File: src/logic/port_b_pkg.sv
// constants shared by the upper port pin multiplexer
package port_b_pkg;
  localparam int ADDR_W = 6;
  localparam int DATA_W = 32;
  localparam int REG_W = 8;
  localparam int NUM_PINS = 4;
  localparam int FIRST_PIN = 4;
  // --------------------------------------------------------------
  // register byte offsets
  // --------------------------------------------------------------
  localparam logic [ADDR_W-1:0] OFS_PIN_LEVELS = 6'h00;
  localparam logic [ADDR_W-1:0] OFS_OUT_LATCH = 6'h04;
  localparam logic [ADDR_W-1:0] OFS_DIRECTION = 6'h08;
  localparam logic [ADDR_W-1:0] OFS_IRQ_MAIN = 6'h0C;
  localparam logic [ADDR_W-1:0] OFS_IRQ_EDGES = 6'h10;
  localparam logic [ADDR_W-1:0] OFS_IRQ_EXT = 6'h14;
  localparam logic [ADDR_W-1:0] OFS_ANALOG_CFG = 6'h18;
  localparam logic [ADDR_W-1:0] OFS_EVT_STATUS = 6'h1C;
  localparam logic [ADDR_W-1:0] OFS_EVT_CLEAR = 6'h20;
  localparam logic [ADDR_W-1:0] OFS_EVT_ENABLE = 6'h24;
  // --------------------------------------------------------------
  // reset values
  // --------------------------------------------------------------
  localparam logic [REG_W-1:0] RST_LATCH = 8'h00;
  localparam logic [REG_W-1:0] RST_DIR = 8'hFF;
  localparam logic [REG_W-1:0] RST_IRQ_MAIN = 8'h00;
  localparam logic [REG_W-1:0] RST_IRQ_EDGES = 8'hFF;
  localparam logic [REG_W-1:0] RST_IRQ_EXT = 8'h00;
  localparam logic [REG_W-1:0] RST_ANALOG = 8'h00;
  // --------------------------------------------------------------
  // field positions
  // --------------------------------------------------------------
  localparam int MAIN_FLAG_BIT = 0;
  localparam int MAIN_ENABLE_BIT = 3;
  localparam int EDGES_PRIO_BIT = 0;
  localparam int EDGES_PULLUP_N_BIT = 7;
  localparam int ANALOG_PIN4_BIT = 0;
  localparam int EVT_W = 2;
  localparam int EVT_CHANGE_BIT = 0;
  localparam int EVT_PROG_BIT = 1;
  localparam logic [EVT_W-1:0] RST_EVT = 2'h0;
  // local pin index inside the upper nibble
  localparam int PIN_ADDR1 = 0;
  localparam int PIN_ADDR0 = 1;
  localparam int PIN_PCLK = 2;
  localparam int PIN_PDAT = 3;
  localparam logic [1:0] RESP_OKAY = 2'h0;
  localparam logic [1:0] RESP_SLVERR = 2'h2;
endpackage

File: src/logic/port_b_upper_pin_mux.sv
// upper nibble of a bidirectional port with peripheral muxing and AXI4-Lite registers
//
// Local design decisions: the AXI4-Lite register port and the placing of the registers.
`timescale 1ns/1ps
module port_b_upper_pin_mux #(
  parameter logic PAR_MASTER_PRESENT = 1'b1
) (
  input wire logic aclk,
  input wire logic aresetn,
  input wire logic awvalid,
  output logic awready,
  input wire logic [port_b_pkg::ADDR_W-1:0] awaddr,
  input wire logic wvalid,
  output logic wready,
  input wire logic [port_b_pkg::DATA_W-1:0] wdata,
  input wire logic [port_b_pkg::DATA_W/8-1:0] wstrb,
  output logic bvalid,
  input wire logic bready,
  output logic [1:0] bresp,
  input wire logic arvalid,
  output logic arready,
  input wire logic [port_b_pkg::ADDR_W-1:0] araddr,
  output logic rvalid,
  input wire logic rready,
  output logic [port_b_pkg::DATA_W-1:0] rdata,
  output logic [1:0] rresp,
  input wire logic [port_b_pkg::NUM_PINS-1:0] pin_in,
  output logic [port_b_pkg::NUM_PINS-1:0] pin_out,
  output logic [port_b_pkg::NUM_PINS-1:0] pin_oe,
  output logic [port_b_pkg::NUM_PINS-1:0] pullup_en,
  input wire logic prog_enable,
  output logic prog_clock_in,
  input wire logic prog_data_drive,
  input wire logic prog_data_oe_req,
  output logic prog_data_in,
  input wire logic par_port_enable,
  input wire logic [1:0] par_addr_out,
  output logic [1:0] par_addr_in,
  input wire logic serial_clk_a_enable,
  input wire logic serial_clk_a_drive,
  output logic serial_clk_a_in,
  input wire logic [port_b_pkg::NUM_PINS-1:0] remap_out_enable,
  input wire logic [port_b_pkg::NUM_PINS-1:0] remap_out_value,
  output logic [port_b_pkg::NUM_PINS-1:0] remap_in,
  output logic port_change_irq_priority,
  output logic irq
);
  import port_b_pkg::*;
  // --------------------------------------------------------------
  // register state
  // --------------------------------------------------------------
  logic [REG_W-1:0] output_latch_ff, direction_ff, irq_main_ff, irq_edges_ff, irq_ext_ff, analog_cfg_ff;
  logic [EVT_W-1:0] evt_status_ff, evt_enable_ff;
  // --------------------------------------------------------------
  // pin synchronisers and input conditioning
  // --------------------------------------------------------------
  logic [NUM_PINS-1:0] sync1_ff, sync2_ff, last_ff, analog_mask, prog_mask, pin_dir, pin_levels, change_vec;
  logic change_evt, prog_q_ff, prog_evt, pullup_disable_n;
  // no reset: pins keep sampling through reset, so no false change follows it
  always_ff @(posedge aclk) begin
    sync1_ff <= pin_in;
    sync2_ff <= sync1_ff;
  end
  assign pin_dir = direction_ff[FIRST_PIN +: NUM_PINS];
  assign pullup_disable_n = irq_edges_ff[EDGES_PULLUP_N_BIT];
  always_comb begin
    analog_mask = '0;
    analog_mask[PIN_ADDR1] = ~analog_cfg_ff[ANALOG_PIN4_BIT];
    prog_mask = '0;
    prog_mask[PIN_PCLK] = prog_enable;
    prog_mask[PIN_PDAT] = prog_enable;
  end
  assign pin_levels = sync2_ff & ~analog_mask;
  assign par_addr_in = {pin_levels[PIN_ADDR1] & pin_dir[PIN_ADDR1], pin_levels[PIN_ADDR0] & pin_dir[PIN_ADDR0]};
  assign serial_clk_a_in = pin_levels[PIN_ADDR1] & pin_dir[PIN_ADDR1];
  assign remap_in = pin_levels & pin_dir & ~prog_mask;
  // programming clock sampled regardless of direction
  assign prog_clock_in = sync2_ff[PIN_PCLK] & prog_enable;
  // programming data sampled while debug owns it
  assign prog_data_in = sync2_ff[PIN_PDAT] & prog_enable;
  // --------------------------------------------------------------
  // change detection
  // --------------------------------------------------------------
  always_ff @(posedge aclk) begin
    // tracks levels through reset too, so release sees no edge
    last_ff <= pin_levels;
    if (!aresetn) begin
      prog_q_ff <= 1'b0;
    end else begin
      prog_q_ff <= prog_enable;
    end
  end
  assign change_vec = pin_dir & ~prog_mask & (pin_levels ^ last_ff);
  assign change_evt = |change_vec;
  assign prog_evt = prog_enable & ~prog_q_ff;

  // --------------------------------------------------------------
  // pin drivers
  // --------------------------------------------------------------
  logic [NUM_PINS-1:0] nxt_pin_out, nxt_pin_oe, nxt_pullup_en, pin_out_ff, pin_oe_ff, pullup_en_ff;

  genvar gi;
  generate
    for (gi = 0; gi < NUM_PINS; gi++) begin : g_pin
      always_comb begin
        nxt_pin_oe[gi] = ~pin_dir[gi];
        nxt_pin_out[gi] = output_latch_ff[FIRST_PIN + gi];
        if (!pin_dir[gi] && remap_out_enable[gi]) begin
          nxt_pin_out[gi] = remap_out_value[gi];
        end
        // serial clock output on pin 4
        if (gi == PIN_ADDR1 && !pin_dir[gi] && serial_clk_a_enable) begin
          nxt_pin_out[gi] = serial_clk_a_drive;
        end
        // master address only on the larger package
        if ((gi == PIN_ADDR1 || gi == PIN_ADDR0) && !pin_dir[gi] && par_port_enable && PAR_MASTER_PRESENT) begin
          nxt_pin_out[gi] = (gi == PIN_ADDR1) ? par_addr_out[1] : par_addr_out[0];
        end
        nxt_pullup_en[gi] = pin_dir[gi] & ~pullup_disable_n & ~analog_mask[gi];
        if (gi == PIN_PCLK && prog_enable) begin
          nxt_pin_oe[gi] = 1'b0;
          nxt_pullup_en[gi] = 1'b0;
        end
        // debug unit owns the data pin
        if (gi == PIN_PDAT && prog_enable) begin
          nxt_pin_oe[gi] = prog_data_oe_req;
          nxt_pin_out[gi] = prog_data_drive;
          nxt_pullup_en[gi] = 1'b0;
        end
      end
    end
  endgenerate

  always_ff @(posedge aclk) begin
    if (!aresetn) begin
      pin_out_ff <= '0;
      pin_oe_ff <= '0;
      pullup_en_ff <= '0;
    end else begin
      pin_out_ff <= nxt_pin_out;
      pin_oe_ff <= nxt_pin_oe;
      pullup_en_ff <= nxt_pullup_en;
    end
  end

  assign pin_out = pin_out_ff;
  assign pin_oe = pin_oe_ff;
  assign pullup_en = pullup_en_ff;

  // --------------------------------------------------------------
  // AXI4-Lite write channel
  // --------------------------------------------------------------
  logic aw_held_ff;
  logic w_held_ff;
  logic [ADDR_W-1:0] awaddr_ff;
  logic [REG_W-1:0] wbyte_ff;
  logic wlane_ff;
  logic bvalid_ff;
  logic [1:0] bresp_ff;
  logic do_write;
  logic wr_hit;
  logic wr_ok;

  assign awready = ~aw_held_ff & ~bvalid_ff;
  assign wready = ~w_held_ff & ~bvalid_ff;
  assign do_write = aw_held_ff & w_held_ff & ~bvalid_ff;
  assign bvalid = bvalid_ff;
  assign bresp = bresp_ff;

  always_comb begin
    case (awaddr_ff)
      OFS_PIN_LEVELS, OFS_OUT_LATCH, OFS_DIRECTION, OFS_IRQ_MAIN, OFS_IRQ_EDGES,
      OFS_IRQ_EXT, OFS_ANALOG_CFG, OFS_EVT_CLEAR, OFS_EVT_ENABLE: wr_hit = 1'b1;
      default: wr_hit = 1'b0;
    endcase
  end

  // only byte lane 0 carries register bits
  assign wr_ok = do_write & wr_hit & wlane_ff;

  always_ff @(posedge aclk) begin
    if (!aresetn) begin
      aw_held_ff <= 1'b0;
      w_held_ff <= 1'b0;
      awaddr_ff <= '0;
      wbyte_ff <= '0;
      wlane_ff <= 1'b0;
      bvalid_ff <= 1'b0;
      bresp_ff <= RESP_OKAY;
    end else begin
      if (awvalid && awready) begin
        aw_held_ff <= 1'b1;
        awaddr_ff <= awaddr;
      end
      if (wvalid && wready) begin
        w_held_ff <= 1'b1;
        wbyte_ff <= wdata[REG_W-1:0];
        wlane_ff <= wstrb[0];
      end
      if (do_write) begin
        aw_held_ff <= 1'b0;
        w_held_ff <= 1'b0;
        bvalid_ff <= 1'b1;
        bresp_ff <= wr_hit ? RESP_OKAY : RESP_SLVERR;
      end else if (bvalid_ff && bready) begin
        bvalid_ff <= 1'b0;
      end
    end
  end

  // --------------------------------------------------------------
  // register updates
  // --------------------------------------------------------------
  always_ff @(posedge aclk) begin
    if (!aresetn) begin
      output_latch_ff <= RST_LATCH;
      direction_ff <= RST_DIR;
      irq_edges_ff <= RST_IRQ_EDGES;
      irq_ext_ff <= RST_IRQ_EXT;
      analog_cfg_ff <= RST_ANALOG;
      evt_enable_ff <= RST_EVT;
    end else if (wr_ok) begin
      // writing the pin level register lands in the latch
      case (awaddr_ff)
        OFS_PIN_LEVELS, OFS_OUT_LATCH: output_latch_ff <= wbyte_ff;
        OFS_DIRECTION: direction_ff <= wbyte_ff;
        OFS_IRQ_EDGES: irq_edges_ff <= wbyte_ff;
        OFS_IRQ_EXT: irq_ext_ff <= wbyte_ff;
        OFS_ANALOG_CFG: analog_cfg_ff <= wbyte_ff;
        OFS_EVT_ENABLE: evt_enable_ff <= wbyte_ff[EVT_W-1:0];
        default: begin end
      endcase
    end
  end

  logic [REG_W-1:0] nxt_irq_main;
  logic [EVT_W-1:0] nxt_evt_status;

  always_comb begin
    nxt_irq_main = irq_main_ff;
    if (wr_ok && awaddr_ff == OFS_IRQ_MAIN) begin
      nxt_irq_main = wbyte_ff;
    end
    // a fresh change beats a software clear
    if (change_evt) begin
      nxt_irq_main[MAIN_FLAG_BIT] = 1'b1;
    end
    nxt_evt_status = evt_status_ff;
    if (wr_ok && awaddr_ff == OFS_EVT_CLEAR) begin
      nxt_evt_status = evt_status_ff & ~wbyte_ff[EVT_W-1:0];
    end
    nxt_evt_status[EVT_CHANGE_BIT] = nxt_evt_status[EVT_CHANGE_BIT] | change_evt;
    nxt_evt_status[EVT_PROG_BIT] = nxt_evt_status[EVT_PROG_BIT] | prog_evt;
  end

  always_ff @(posedge aclk) begin
    if (!aresetn) begin
      irq_main_ff <= RST_IRQ_MAIN;
      evt_status_ff <= RST_EVT;
    end else begin
      irq_main_ff <= nxt_irq_main;
      evt_status_ff <= nxt_evt_status;
    end
  end

  // any enabled event flag or the enabled main change flag raises the interrupt
  assign irq = (|(evt_status_ff & evt_enable_ff)) | (irq_main_ff[MAIN_FLAG_BIT] & irq_main_ff[MAIN_ENABLE_BIT]);
  assign port_change_irq_priority = irq_edges_ff[EDGES_PRIO_BIT];

  // --------------------------------------------------------------
  // AXI4-Lite read channel
  // --------------------------------------------------------------
  logic rvalid_ff;
  logic [DATA_W-1:0] rdata_ff;
  logic [1:0] rresp_ff;
  logic [REG_W-1:0] rd_byte;
  logic rd_hit;

  assign arready = ~rvalid_ff;
  assign rvalid = rvalid_ff;
  assign rdata = rdata_ff;
  assign rresp = rresp_ff;

  always_comb begin
    rd_byte = '0;
    rd_hit = 1'b1;
    case (araddr)
      OFS_PIN_LEVELS: rd_byte = {pin_levels, {FIRST_PIN{1'b0}}};
      OFS_OUT_LATCH: rd_byte = output_latch_ff;
      OFS_DIRECTION: rd_byte = direction_ff;
      OFS_IRQ_MAIN: rd_byte = irq_main_ff;
      OFS_IRQ_EDGES: rd_byte = irq_edges_ff;
      OFS_IRQ_EXT: rd_byte = irq_ext_ff;
      OFS_ANALOG_CFG: rd_byte = analog_cfg_ff;
      OFS_EVT_STATUS: rd_byte = {{(REG_W-EVT_W){1'b0}}, evt_status_ff};
      OFS_EVT_CLEAR: rd_byte = '0;
      OFS_EVT_ENABLE: rd_byte = {{(REG_W-EVT_W){1'b0}}, evt_enable_ff};
      default: rd_hit = 1'b0;
    endcase
  end

  always_ff @(posedge aclk) begin
    if (!aresetn) begin
      rvalid_ff <= 1'b0;
      rdata_ff <= '0;
      rresp_ff <= RESP_OKAY;
    end else if (arvalid && arready) begin
      rvalid_ff <= 1'b1;
      rdata_ff <= {{(DATA_W-REG_W){1'b0}}, rd_byte};
      rresp_ff <= rd_hit ? RESP_OKAY : RESP_SLVERR;
    end else if (rvalid_ff && rready) begin
      rvalid_ff <= 1'b0;
    end
  end

endmodule

File: config.mk
export PLATFORM = sky130hd
export DESIGN_NAME = port_b_upper_pin_mux
export DESIGN_NICKNAME = d
export VERILOG_FILES = /design/src/logic/port_b_pkg.sv /design/src/logic/port_b_upper_pin_mux.sv
export SDC_FILE = /design/constraint.sdc
export NUM_CORES = 1
export LEC_CHECK = 0
export BUFFER_PORTS_ARGS = -buffer_cell sky130_fd_sc_hd__buf_2
export CORE_MARGIN = 4
export CORE_UTILIZATION = 50
export DETAILED_ROUTE_END_ITERATION = 8
export PLACE_DENSITY = 0.78
export SKIP_LAST_GASP = 1
export SYNTH_ARGS = -nofsm -noshare
export SYNTH_HDL_FRONTEND = slang
export SYNTH_SLANG_ARGS = --single-unit
File: constraint.sdc
create_clock -name aclk -period 2.54 [get_ports aclk]
set_clock_uncertainty 0.2 [all_clocks]
set_input_delay 0.381 -clock aclk [delete_from_list [all_inputs] [get_ports aclk]]
set_output_delay 0.381 -clock aclk [all_outputs]
set_load 0.005 [all_outputs]
After elaboration in Yosys (flattened, before gate mapping)
Index checks and enable logic that the tools add are counted.
{"block": "word_totals", "regBits": 108, "input_bits": 75, "output_inout_bits": 64, "wordCells": 145}
{"block": "op_classes", "eq_ne": 17, "muxes": 21, "bitwise_logic": 43, "n_reduce_logical": 36}
{"op": "8-bit case mux with 9 select lines", "n": 1}
{"op": "6-bit by 5-bit == test with 1-bit output (second input constant)", "n": 7}
{"op": "6-bit by 4-bit == test with 1-bit output (second input constant)", "n": 4}
{"op": "6-bit == test (second input constant)", "n": 4}
{"op": "4-bit AND", "n": 5}
{"op": "1-bit AND", "n": 17}
{"op": "1-bit 2-to-1 mux", "n": 17}
{"op": "1-bit logical AND", "n": 14}
{"op": "6-bit by 3-bit == test with 1-bit output (second input constant)", "n": 2}
{"op": "6-bit zero test", "n": 2}
{"op": "1-bit inverter", "n": 12}
{"op": "2-bit AND reduction", "n": 6}
{"op": "10-bit OR reduction", "n": 1}
{"op": "9-bit OR reduction", "n": 1}
{"op": "2-bit OR reduction", "n": 4}
{"op": "2-bit 2-to-1 mux", "n": 3}
{"op": "2-bit nonzero test", "n": 3}
{"op": "2-bit AND", "n": 2}
{"op": "1-bit zero test", "n": 4}
{"op": "1-bit inverter with 4-bit output", "n": 1}
{"op": "4-bit inverter", "n": 1}
{"op": "4-bit OR reduction", "n": 1}
{"op": "4-bit bitwise XOR", "n": 1}
{"op": "1-bit OR", "n": 3}
{"op": "2-bit inverter", "n": 1}

Depth between registers and ports, before layout
Gate-level depths: netlist of the first run.
{"block": "depth", "depth_word": 8, "depth_mapped": 6, "depth_no_buf": 4}

Worst setup path before layout of the first run
No wires, ideal clock.
{"block": "synth_path", "path_type": "reg2reg", "startpoint": "reg awaddr_ff[0]", "endpoint": "reg irq_main_ff[0]", "t_arrival_ps": 1869, "required_ps": 2218, "path_slack_ps": 349, "stages_incl_launch_ff": 6, "path_buffers": 1, "period_less_slack_ps": 2191, "path_cell_list": "dfxtp_1 > or4b_4 > buf_6 > nor4_4 > nor2_1 > a311o_1"}
{"block": "synth_via", "elab_chain_cells": 7, "elab_cells_between_ends": 15}
{"element": "from (decl)", "line_no": "port_b_upper_pin_mux.sv:155", "source": "logic [ADDR_W-1:0] awaddr_ff;"}
{"element": "from (signal assigned)", "line_no": "port_b_upper_pin_mux.sv:193", "source": "awaddr_ff <= awaddr;"}
{"element": "6-bit by 4-bit == test with 1-bit output, or another cell as far along", "line_no": "port_b_upper_pin_mux.sv:171, port_b_upper_pin_mux.sv:241"}
{"element": "9-bit OR reduction", "line_no": "port_b_upper_pin_mux.sv:171", "source": "case (awaddr_ff)"}
{"element": "1-bit 2-to-1 mux", "line_no": "port_b_upper_pin_mux.sv:171"}
{"element": "1-bit AND (2 in series)", "line_no": "port_b_upper_pin_mux.sv:179", "source": "assign wr_ok = do_write & wr_hit & wlane_ff;"}
{"element": "1-bit logical AND *", "line_no": "port_b_upper_pin_mux.sv:241", "source": "if (wr_ok && awaddr_ff == OFS_IRQ_MAIN) begin"}
{"element": "2-bit nonzero test (no source line) *"}
{"element": "to (signal assigned)", "line_no": "port_b_upper_pin_mux.sv:261", "source": "irq_main_ff <= nxt_irq_main;"}
{"element": "to (decl)", "line_no": "port_b_upper_pin_mux.sv:52", "source": "logic [REG_W-1:0] output_latch_ff, direction_ff, irq_main_ff, irq_edges_ff, irq_ext_ff, analog_cfg_ff;"}
Every way passes the cells marked *; elsewhere a longest branch is shown, timed or not.
A chain may end at the register's enable or synchronous reset.

Worst setup path after layout of the first run
{"block": "layout_path", "startpoint": "reg awaddr_ff[0]", "endpoint": "reg irq_main_ff[6]"}
{"block": "layout_via", "elab_chain_cells": 6, "elab_cells_between_ends": 14}
{"element": "6-bit by 4-bit == test with 1-bit output, or another cell as far along", "line_no": "port_b_upper_pin_mux.sv:171, port_b_upper_pin_mux.sv:241"}
{"element": "9-bit OR reduction", "line_no": "port_b_upper_pin_mux.sv:171"}
{"element": "1-bit 2-to-1 mux", "line_no": "port_b_upper_pin_mux.sv:171"}
{"element": "1-bit AND (2 in series)", "line_no": "port_b_upper_pin_mux.sv:179"}
{"element": "1-bit logical AND *", "line_no": "port_b_upper_pin_mux.sv:241"}
Marked as above.

==> qor.yml, run 1 <==
status: "complete, no violations"
clk_path_buf_depth: 2
io_buffers: 85
cts_resized: 0
nets: 635
cts_root_buf: "clkbuf_8"
hp-class: "in -> reg"
area_delta_synth_final_pct: 14.0
crit_chain: "or4b_4 -> nor4_4 -> buf_4 -> mux2i_1 -> nor2b_1"
viasPerCell: 5.19
drc: 0
routed_wl_microns: 10100
rsz0062_at_grt: "false"
ir_worst_vdd_v: 0.000270
worst-setup-path-type: "reg -> reg"
ant_nets: 0
clk_pin_slew_ps: 120
p_leak_nw: 2.26
hold_viol: 0
ys_warn_count: 0
met3_usage: 0.0358
netlist.top_cell.by_area: "dfxtp_1"
fmax_mhz: 437
stdcell_count: 676
crit_path_end_kind: "flop"
die-area_sq_um: 11000
setup_viol: 0
grt_pass1_wl_microns: 16500
cts.sinks: 106
grt.total_usage: 0.183
drtIter0Drc: 210
post-synth-top-count-cell: "dfxtp_1"
fin_crit_sh: 0.900
setup_tns_ps: 0
crit_arrival_ps: 2340
firstDrtPassIters: 4
die_w_microns: 105
fp.dieH_microns: 105
cpPeakStageDelay_ps: 650
busiest_layer: "met2"
slew_viol_final: 0
wl_per_cell_microns: 14.9
cap_violations: 0
async_reset_ff_frac: 0
grt_pass1_vias: 3390
antenna_found_initial: 0
powerDensity_nw_per_um2: 571
synth-edff-count: 0
use_met1: 0.245
ys_top_cells_by_count: "dfxtp_1, nand2_1, mux2i_1"
grt_max_degree: 95
vias: 3510
worst_pin_slew_ps: 540
max_slew_margin: 0.639
htreeDepth: 3
timing.hold.ws_ps: 37.4
cp_slowest_cell: "or4b_4"
startpoint_type: "flop"
fin_util: 0.583
syn-cell-area_sq_um: 4700
boundaryPins: 139
final_layout_size_suffix_gt1_frac: 0.235
placementRows: 35
placedCellCount: 656
hpwl_microns: 7180
synth_top_area_share: 0.452
seq_area_frac_synth: 0.452
cts_buffers: 9
required_ps: 2600
ys_ff_latch: 106
worst-path-max-fanout: 6
period_needed_ps: 2290
synth_cells: 481
ys.flop_type: "dfxtp_1"
gp_congestion: 0.809
insertion_delay_ps: 370
synth.avg_cell_area_sq_um: 9.77
antenna-diode-count: 0
grt_overflow: 0
cts_tree: "yes"
global_route.usage.met2: 0.295
synth.distinct_cells: 56
start_util: 0.511
yosys-top-cells-area: "dfxtp_1, mux2i_1, nor2b_1, nand2_1, buf_4"
core-area_sq_um: 9200
## stage by stage
step | setup slack [ps] | power, mW | instance area (sq um)
3_3_place_gp | 352 | 2.07 | 5120
2_1_floorplan | 349 | 2.00 | 4790
5_1_grt | 144 | 3.18 | 5360
3_5_place_dp | 254 | 2.08 | 5120
4_1_cts | 245 | 3.07 | 5360
6_report | 254 | 3.06 | 5360
## logic make-up after synthesis
group / count (synthesis) / synth area share
AND/OR/NAND/NOR: 169 / 0.204
flip-flops: 106 / 0.452
AO/OA/AOI/OAI: 69 / 0.105
buffers and inverters: 67 / 0.0786
multiplexers: 66 / 0.155
XOR/XNOR: 3 / 0.00559
other: 1 / 0.000798
## routing by layer
| metal | share of wire | wire, microns | vias to the layer above |
|---|---|---|---|
| li1 | - | - | 1764 |
| met1 | 0.45 | 4590 | 1633 |
| met2 | 0.47 | 4740 | 101 |
| met3 | 0.064 | 642 | 12 |
| met4 | 0.011 | 114 | 0 |
| met5 | 0 | 0 | - |
## worst max-delay path, delay by kind of cell (launching register included)
kind                   cells  cell delay [ps]
AND/OR/NAND/NOR            3             1150
multiplexers               1              230
flip-flops                 1              350
buffers and inverters      1              250
## registers in the layout (all words and copies together) (netlist names), 6 cells and up
name / cells
irq_main_ff: 8
analog_cfg_ff: 8
irq_edges_ff: 8
output_latch_ff: 8
wbyte_ff: 8
awaddr_ff: 6
rdata: 8
direction_ff: 8
irq_ext_ff: 8
## where the power goes
group          total (mW)  switching, mW  internal (mW)
clock                1.01          0.625          0.386
combinational       0.294          0.155          0.139
sequential           1.75         0.0498           1.70
## path summary, 6_finish.rpt
kind	startpoint	endpoint	slack (ps)	cells after the start
worst max-delay path	awaddr_ff[0]	irq_main_ff[6]	250	5
worst min-delay path	par_addr_out[1]	pin_out[0]	40	2
worst max register to register	awaddr_ff[0]	irq_main_ff[6]	250	5
worst min register to register	sync1_ff[3]	sync2_ff[3]	140	0
## layout by cell type, fill, tap and decap left out, drive strengths merged, types with 10 or more instances in the layout
cell type	count
nand2	61
o21ai	19
nand3	10
buf	97
dfxtp	106
nor2	18
a21boi	11
inv	14
conb	26
nor2b	40
mux2i	58
## layout make-up
| cell class | count | area [sq um] |
|---|---|---|
| Fill cell | 752 | 3840 |
| Multi-Input combinational cell | 333 | 2300 |
| Sequential cell | 106 | 2120 |
| Timing Repair Buffer | 101 | 568 |
| Tap cell | 111 | 139 |
| Clock buffer | 9 | 124 |
| Clock inverter | 7 | 70.1 |
| Inverter | 9 | 33.8 |
## timing repair
item	in CTS	in global routing
hold endpoints to repair	4	0
setup buffers	0	0
hold buffers	4	0
Power figures use the tool's default switching activity.
==> run 2: changes to the inputs <==
--- a/config.mk
+++ b/config.mk
@@ -6,10 +6,12 @@
 export NUM_CORES = 1
 export LEC_CHECK = 0
 export BUFFER_PORTS_ARGS = -buffer_cell sky130_fd_sc_hd__buf_2
+export CELL_PAD_IN_SITES_DETAIL_PLACEMENT = 1
+export CELL_PAD_IN_SITES_GLOBAL_PLACEMENT = 1
 export CORE_MARGIN = 4
-export CORE_UTILIZATION = 50
+export CORE_UTILIZATION = 39
 export DETAILED_ROUTE_END_ITERATION = 8
-export PLACE_DENSITY = 0.78
+export PLACE_DENSITY_LB_ADDON = 0.1
 export SKIP_LAST_GASP = 1
 export SYNTH_ARGS = -nofsm -noshare
 export SYNTH_HDL_FRONTEND = slang
==> run 2 against run 1 <==
Net effect:
- critical path depth stayed put
- sequential cell count stayed put
- setup slack better by 66 ps
- via count is 1.7% higher
- highest routed layer unchanged
==> qor.yml, run 2 (synthesis results as in run 1) <==
cts.sinks: 106  # unchanged
layout_common_cells: "dfxtp_1, buf_2, nand2_1, mux2i_1, nor2b_1"
die-area_sq_um: 13900  # +26%
area_delta_synth_final_pct: 16.5
holdPathStages: 2  # unchanged
clkPwrFrac: 0.382  # +0.051
powerDensity_nw_per_um2: 608  # +6.4%
core-area_sq_um: 11600  # +26%
start_util: 0.405  # -0.106
fmax_mhz: 450  # +3.0%
cts_root_buf: "clkbuf_16"
wl_per_cell_microns: 16.8  # +13%
setup_viol: 0  # unchanged
status: "complete, no violations"
grt_overflow: 0  # unchanged
cts_buffers: 9  # unchanged
ir_worst_vdd_v: 0.000250  # -7.2%
timing.hold.ws_ps: 76.1  # +38.7 ps
insertion_delay_ps: 340  # -30 ps
boundaryPins: 139  # unchanged
place_ws_ps: 342  # +88.0 ps
met3_length_microns: 590  # -8.1%
required_ps: 2570  # -30 ps
sw_frac_of_total: 0.242  # -0.0296
htreeDepth: 3  # unchanged
holdCritStartpoint: "par_addr_out[1]"
power_frac_comb: 0.090  # -0.006
p_leak_nw: 2.30  # +1.6%
worstReg2RegStart: "awaddr_ff[0]"
drc: 0  # unchanged
grt.total_usage: 0.177  # -0.00615
cts_resized: 0  # unchanged
power_mw: 3.32  # +8.7%
worst_pin_slew_ps: 591  # +51.5 ps
hp-class: "in -> reg"
hold_buffers: 4  # unchanged
placementRows: 39  # +11%
final_layout_size_suffix_gt1_frac: 0.232  # -0.00313
routed_wl_microns: 11900  # +18%
cap_violations: 0  # unchanged
hold_end: "pin_out[0]"
slew_viol_final: 0  # unchanged
vias: 3569  # +1.7%
gp_congestion: 0.752  # -7.0%
drtIter0Drc: 156  # -26%
setup_tns_ps: 0  # unchanged
post_cts_buffers: 0  # unchanged
r2r_end: "output_latch_ff[6]"
rrSetupSlack_ps: 320  # +70 ps
wl_met2_microns: 5700  # +20%
antenna-diode-count: 0  # unchanged
stdcell_count: 707  # +4.6%
hpwl_microns: 8590  # +20%
firstDrtPassIters: 4  # unchanged
hold_viol: 0  # unchanged
final_common_cell: "dfxtp_1"
crit_arrival_ps: 2250  # -90 ps
period_needed_ps: 2220  # -65.7 ps
crit_chain: "or4b_4 -> or4_1 -> buf_4 -> mux2i_1 -> nor2b_1"
crit_path_end_kind: "flop"
rsz0062_at_grt: "false"
worst-path-max-fanout: 8  # +2
p_switching_mw: 0.804  # -3.2%
worst-setup-path-type: "reg -> reg"
ff2ff_path_depth: 5  # unchanged
io_buffers: 85  # unchanged
cpPeakStageDelay_ps: 650  # about the same
fin_crit_sh: 0.874  # -0.0259
grt_pass1_vias: 3778  # +11%
nets: 636  # +0.16%
met1_length_microns: 5430  # +18%
p_int_mw: 2.52  # +13%
fin_ws_ps: 320  # +65.7 ps
grt_pass1_wl_microns: 19800  # +20%
viasPerCell: 5.05  # -2.8%
startpoint_type: "flop"
ant_nets: 0  # unchanged
cts_tree: "yes"
clk_path_buf_depth: 2  # unchanged
fp.dieH_microns: 118  # +12%
die_w_microns: 118  # +12%
seqPwrFrac: 0.528  # -0.045
antenna_found_initial: 0  # unchanged
grt_max_degree: 89  # -6.3%
clk_pin_slew_ps: 70  # -50 ps
max_slew_margin: 0.605  # -0.0344
top_layer_used: "met4"
placedCellCount: 689  # +5.0%
cp_slowest_cell: "or4b_4"
-- run 2: cell types whose count changed in the layout (fill, tap and decap cells not counted), moves of 2 or more --
cell       previous run  this run
clkbuf_16             0         9
inv_6                 4         0
clkbuf_8              9         1
clkinv_2              0         2
-- run 2: worst max-delay path by stage --
stage	startpoint	end	slack, ps	cells after the start
after floorplan	awaddr_ff[0]	irq_main_ff[0]	350	5
after detailed placement	bvalid	evt_status_ff[0]	340	6
final	awaddr_ff[0]	output_latch_ff[6]	320	5
after global routing	bvalid	evt_status_ff[0]	170	6
after CTS	awaddr_ff[0]	output_latch_ff[2]	320	5
after global placement	bvalid	evt_status_ff[0]	370	6
-- run 2: routing by layer --
layer	vias up	global-route usage
met5	-	0
met4	0	0.0601
met3	13	0.0336
met2	93	0.301
met1	1702	0.225
li1	1761	-
-- run 2: per-stage QoR --
stage / utilization / area (sq um)
finish: 0.471 / 5470
floorplan: - / 4790
global route: 0.471 / 5470
detailed placement: 0.445 / 5170
CTS: 0.471 / 5470
global placement: 0.445 / 5170
-- run 2: worst max-delay path, delay by kind of cell, from the launching register on --
family / cells / cell delay, ps
simple gates: 3 / 1150
buf+inv: 1 / 210
flops: 1 / 350
mux: 1 / 190
-- run 2: layout make-up --
cell class	count	area (sq um)
clock buffer	11	243
clock inverter	3	17.5
fill	1390	6140
inverter	9	33.8
multi-input combinational	333	2300
sequential	106	2120
tap	143	179
timing repair buffer	102	576
-- run 2: power by group through the flow --
stage	registers [mW]	logic (mW)	clock network, mW
2_1_floorplan	1.77	0.232	0
3_3_place_gp	1.79	0.292	0
3_5_place_dp	1.79	0.299	0
4_1_cts	1.76	0.304	1.30
5_1_grt	1.76	0.337	1.37
6_report	1.76	0.300	1.27
==> run 3: changes to the inputs <==
--- a/config.mk
+++ b/config.mk
@@ -6,12 +6,10 @@
 export NUM_CORES = 1
 export LEC_CHECK = 0
 export BUFFER_PORTS_ARGS = -buffer_cell sky130_fd_sc_hd__buf_2
-export CELL_PAD_IN_SITES_DETAIL_PLACEMENT = 1
-export CELL_PAD_IN_SITES_GLOBAL_PLACEMENT = 1
 export CORE_MARGIN = 4
-export CORE_UTILIZATION = 39
+export CORE_UTILIZATION = 52
 export DETAILED_ROUTE_END_ITERATION = 8
-export PLACE_DENSITY_LB_ADDON = 0.1
+export PLACE_DENSITY = 0.8
 export SKIP_LAST_GASP = 1
 export SYNTH_ARGS = -nofsm -noshare
 export SYNTH_HDL_FRONTEND = slang
==> run 3 against run 2 <==
Net effect:
- critical path depth unchanged
- final cell count down 5.1%
- final area decreased by 2.6%
- routed wire length is 15% lower
- total power shrank 8.9%
- clock power fell by 22%
- clock-buffer cell count fell by 2
- via count down 0.36%
- global-route usage rose by 1.9 points
==> qor.yml, run 3 (synthesis results as in run 1) <==
drc: 0  # unchanged
crit_path_end_kind: "flop"
grt_pass1_wl_microns: 16400  # -17%
worst_pin_slew_ps: 527  # -64.2 ps
vias: 3556  # -0.36%
ff2ff_path_depth: 5  # unchanged
antenna-diode-count: 0  # unchanged
max_slew_margin: 0.648  # +0.0429
r2r_end: "irq_main_ff[4]"
final_common_cell: "dfxtp_1"
timing.hold.ws_ps: 40.1  # -36.0 ps
cap_violations: 0  # unchanged
core-area_sq_um: 8760  # -25%
grt_pass1_vias: 3419  # -9.5%
cts_root_buf: "clkbuf_8"
setup_tns_ps: 0  # unchanged
grt.total_usage: 0.196  # +0.0188
ir_worst_vdd_v: 0.000306  # +22%
rrSetupSlack_ps: 280  # -40 ps
drtIter0Drc: 190  # +22%
period_needed_ps: 2260  # +44.5 ps
fin_crit_sh: 0.892  # +0.0175
hold_viol: 0  # unchanged
boundaryPins: 139  # unchanged
htreeDepth: 3  # unchanged
cts_resized: 0  # unchanged
grt_max_degree: 95  # +6.7%
layout_common_cells: "dfxtp_1, buf_2, nand2_1, mux2i_1, nor2b_1"
antenna_found_initial: 0  # unchanged
worstReg2RegStart: "awaddr_ff[0]"
cts_buffers: 9  # unchanged
fin_area_sq_um: 5330  # -2.6%
crit_chain: "or4b_4 -> nor4_4 -> buf_4 -> mux2i_1 -> nor2b_1"
area_delta_synth_final_pct: 13.4
cp_slowest_cell: "or4b_4"
dpl_cell_area_sq_um: 5100  # -1.3%
hp-class: "in -> reg"
start_util: 0.536  # +0.132
holdPathStages: 2  # unchanged
fmax_mhz: 442  # -2.0%
cpPeakStageDelay_ps: 640  # about the same
slew_viol_final: 0  # unchanged
cts.sinks: 106  # unchanged
fp.dieH_microns: 103  # -12%
firstDrtPassIters: 4  # unchanged
hold_end: "rvalid"
die-area_sq_um: 10600  # -23%
worst-setup-path-type: "reg -> reg"
rsz0062_at_grt: "false"
fin_ws_ps: 275  # -44.5 ps
hpwl_microns: 7170  # -17%
setup_viol: 0  # unchanged
startpoint_type: "flop"
routed_wl_microns: 10100  # -15%
status: "complete, no violations"
wl_per_cell_microns: 15.0  # -11%
placementRows: 34  # -13%
io_buffers: 85  # unchanged
place_ws_ps: 264  # -77.6 ps
clk_pin_slew_ps: 100  # +30 ps
worst-path-max-fanout: 6  # -2
final_layout_size_suffix_gt1_frac: 0.233  # +0.000413
holdCritStartpoint: "arvalid"
gp_congestion: 0.862  # +15%
viasPerCell: 5.30  # +5.0%
nets: 633  # -0.47%
grt_overflow: 0  # unchanged
required_ps: 2610  # +40 ps
p_leak_nw: 2.24  # -2.3%
powerDensity_nw_per_um2: 568  # -6.5%
ant_nets: 0  # unchanged
clk_path_buf_depth: 2  # unchanged
die_w_microns: 103  # -12%
cts_tree: "yes"
insertion_delay_ps: 370  # +30 ps
crit_arrival_ps: 2340  # +90 ps
run 3: metrics by stage:
stage,std cells,util,total power [mW]
after floorplan,506,-,2.00
after global placement,651,0.583,2.07
after detailed placement,651,0.583,2.08
after CTS,671,0.608,3.05
after global routing,671,0.608,3.15
final,671,0.608,3.03
run 3: power breakdown:
group,internal [mW],switching [mW],total [mW]
combinational,0.137,0.153,0.290
sequential,1.70,0.0500,1.75
clock,0.374,0.611,0.985
total,2.21,0.814,3.03
run 3: layer usage:
metal / up-vias / wire (microns) / track usage
met5: - / 0 / 0
met4: 0 / 155 / 0.0817
met3: 14 / 643 / 0.0318
met2: 114 / 4790 / 0.321
met1: 1669 / 4460 / 0.256
li1: 1759 / - / -
run 3: final cells by class:
class	instances	area, sq um
clock buffers	9	124
clock inverters	7	61.3
fillers	772	3430
inverters	9	33.8
multi-input cells	333	2300
flip-flops and latches	106	2120
well taps	108	135
repair buffers	99	553
run 3: what timing repair did:
item	CTS	global route
endpoints found under the hold margin	4	0
setup buffers	0	0
hold buffers	4	0
setup endpoints to repair	0	0
run 3: worst max path at each step:
stage,start,end,cells after the start
2_1_floorplan,awaddr_ff[0],irq_main_ff[0],5
5_1_grt,awaddr_ff[0],irq_main_ff[4],5
3_3_place_gp,awaddr_ff[0],irq_main_ff[4],5
3_5_place_dp,awaddr_ff[0],irq_main_ff[4],5
6_report,awaddr_ff[0],irq_main_ff[4],5
4_1_cts,awaddr_ff[0],irq_main_ff[4],5
run 3: critical path: cells and delay by family (launching register included):
kind / cells / cell delay, ps
flops: 1 / 350
mux: 1 / 210
buf+inv: 1 / 250
simple gates: 3 / 1160
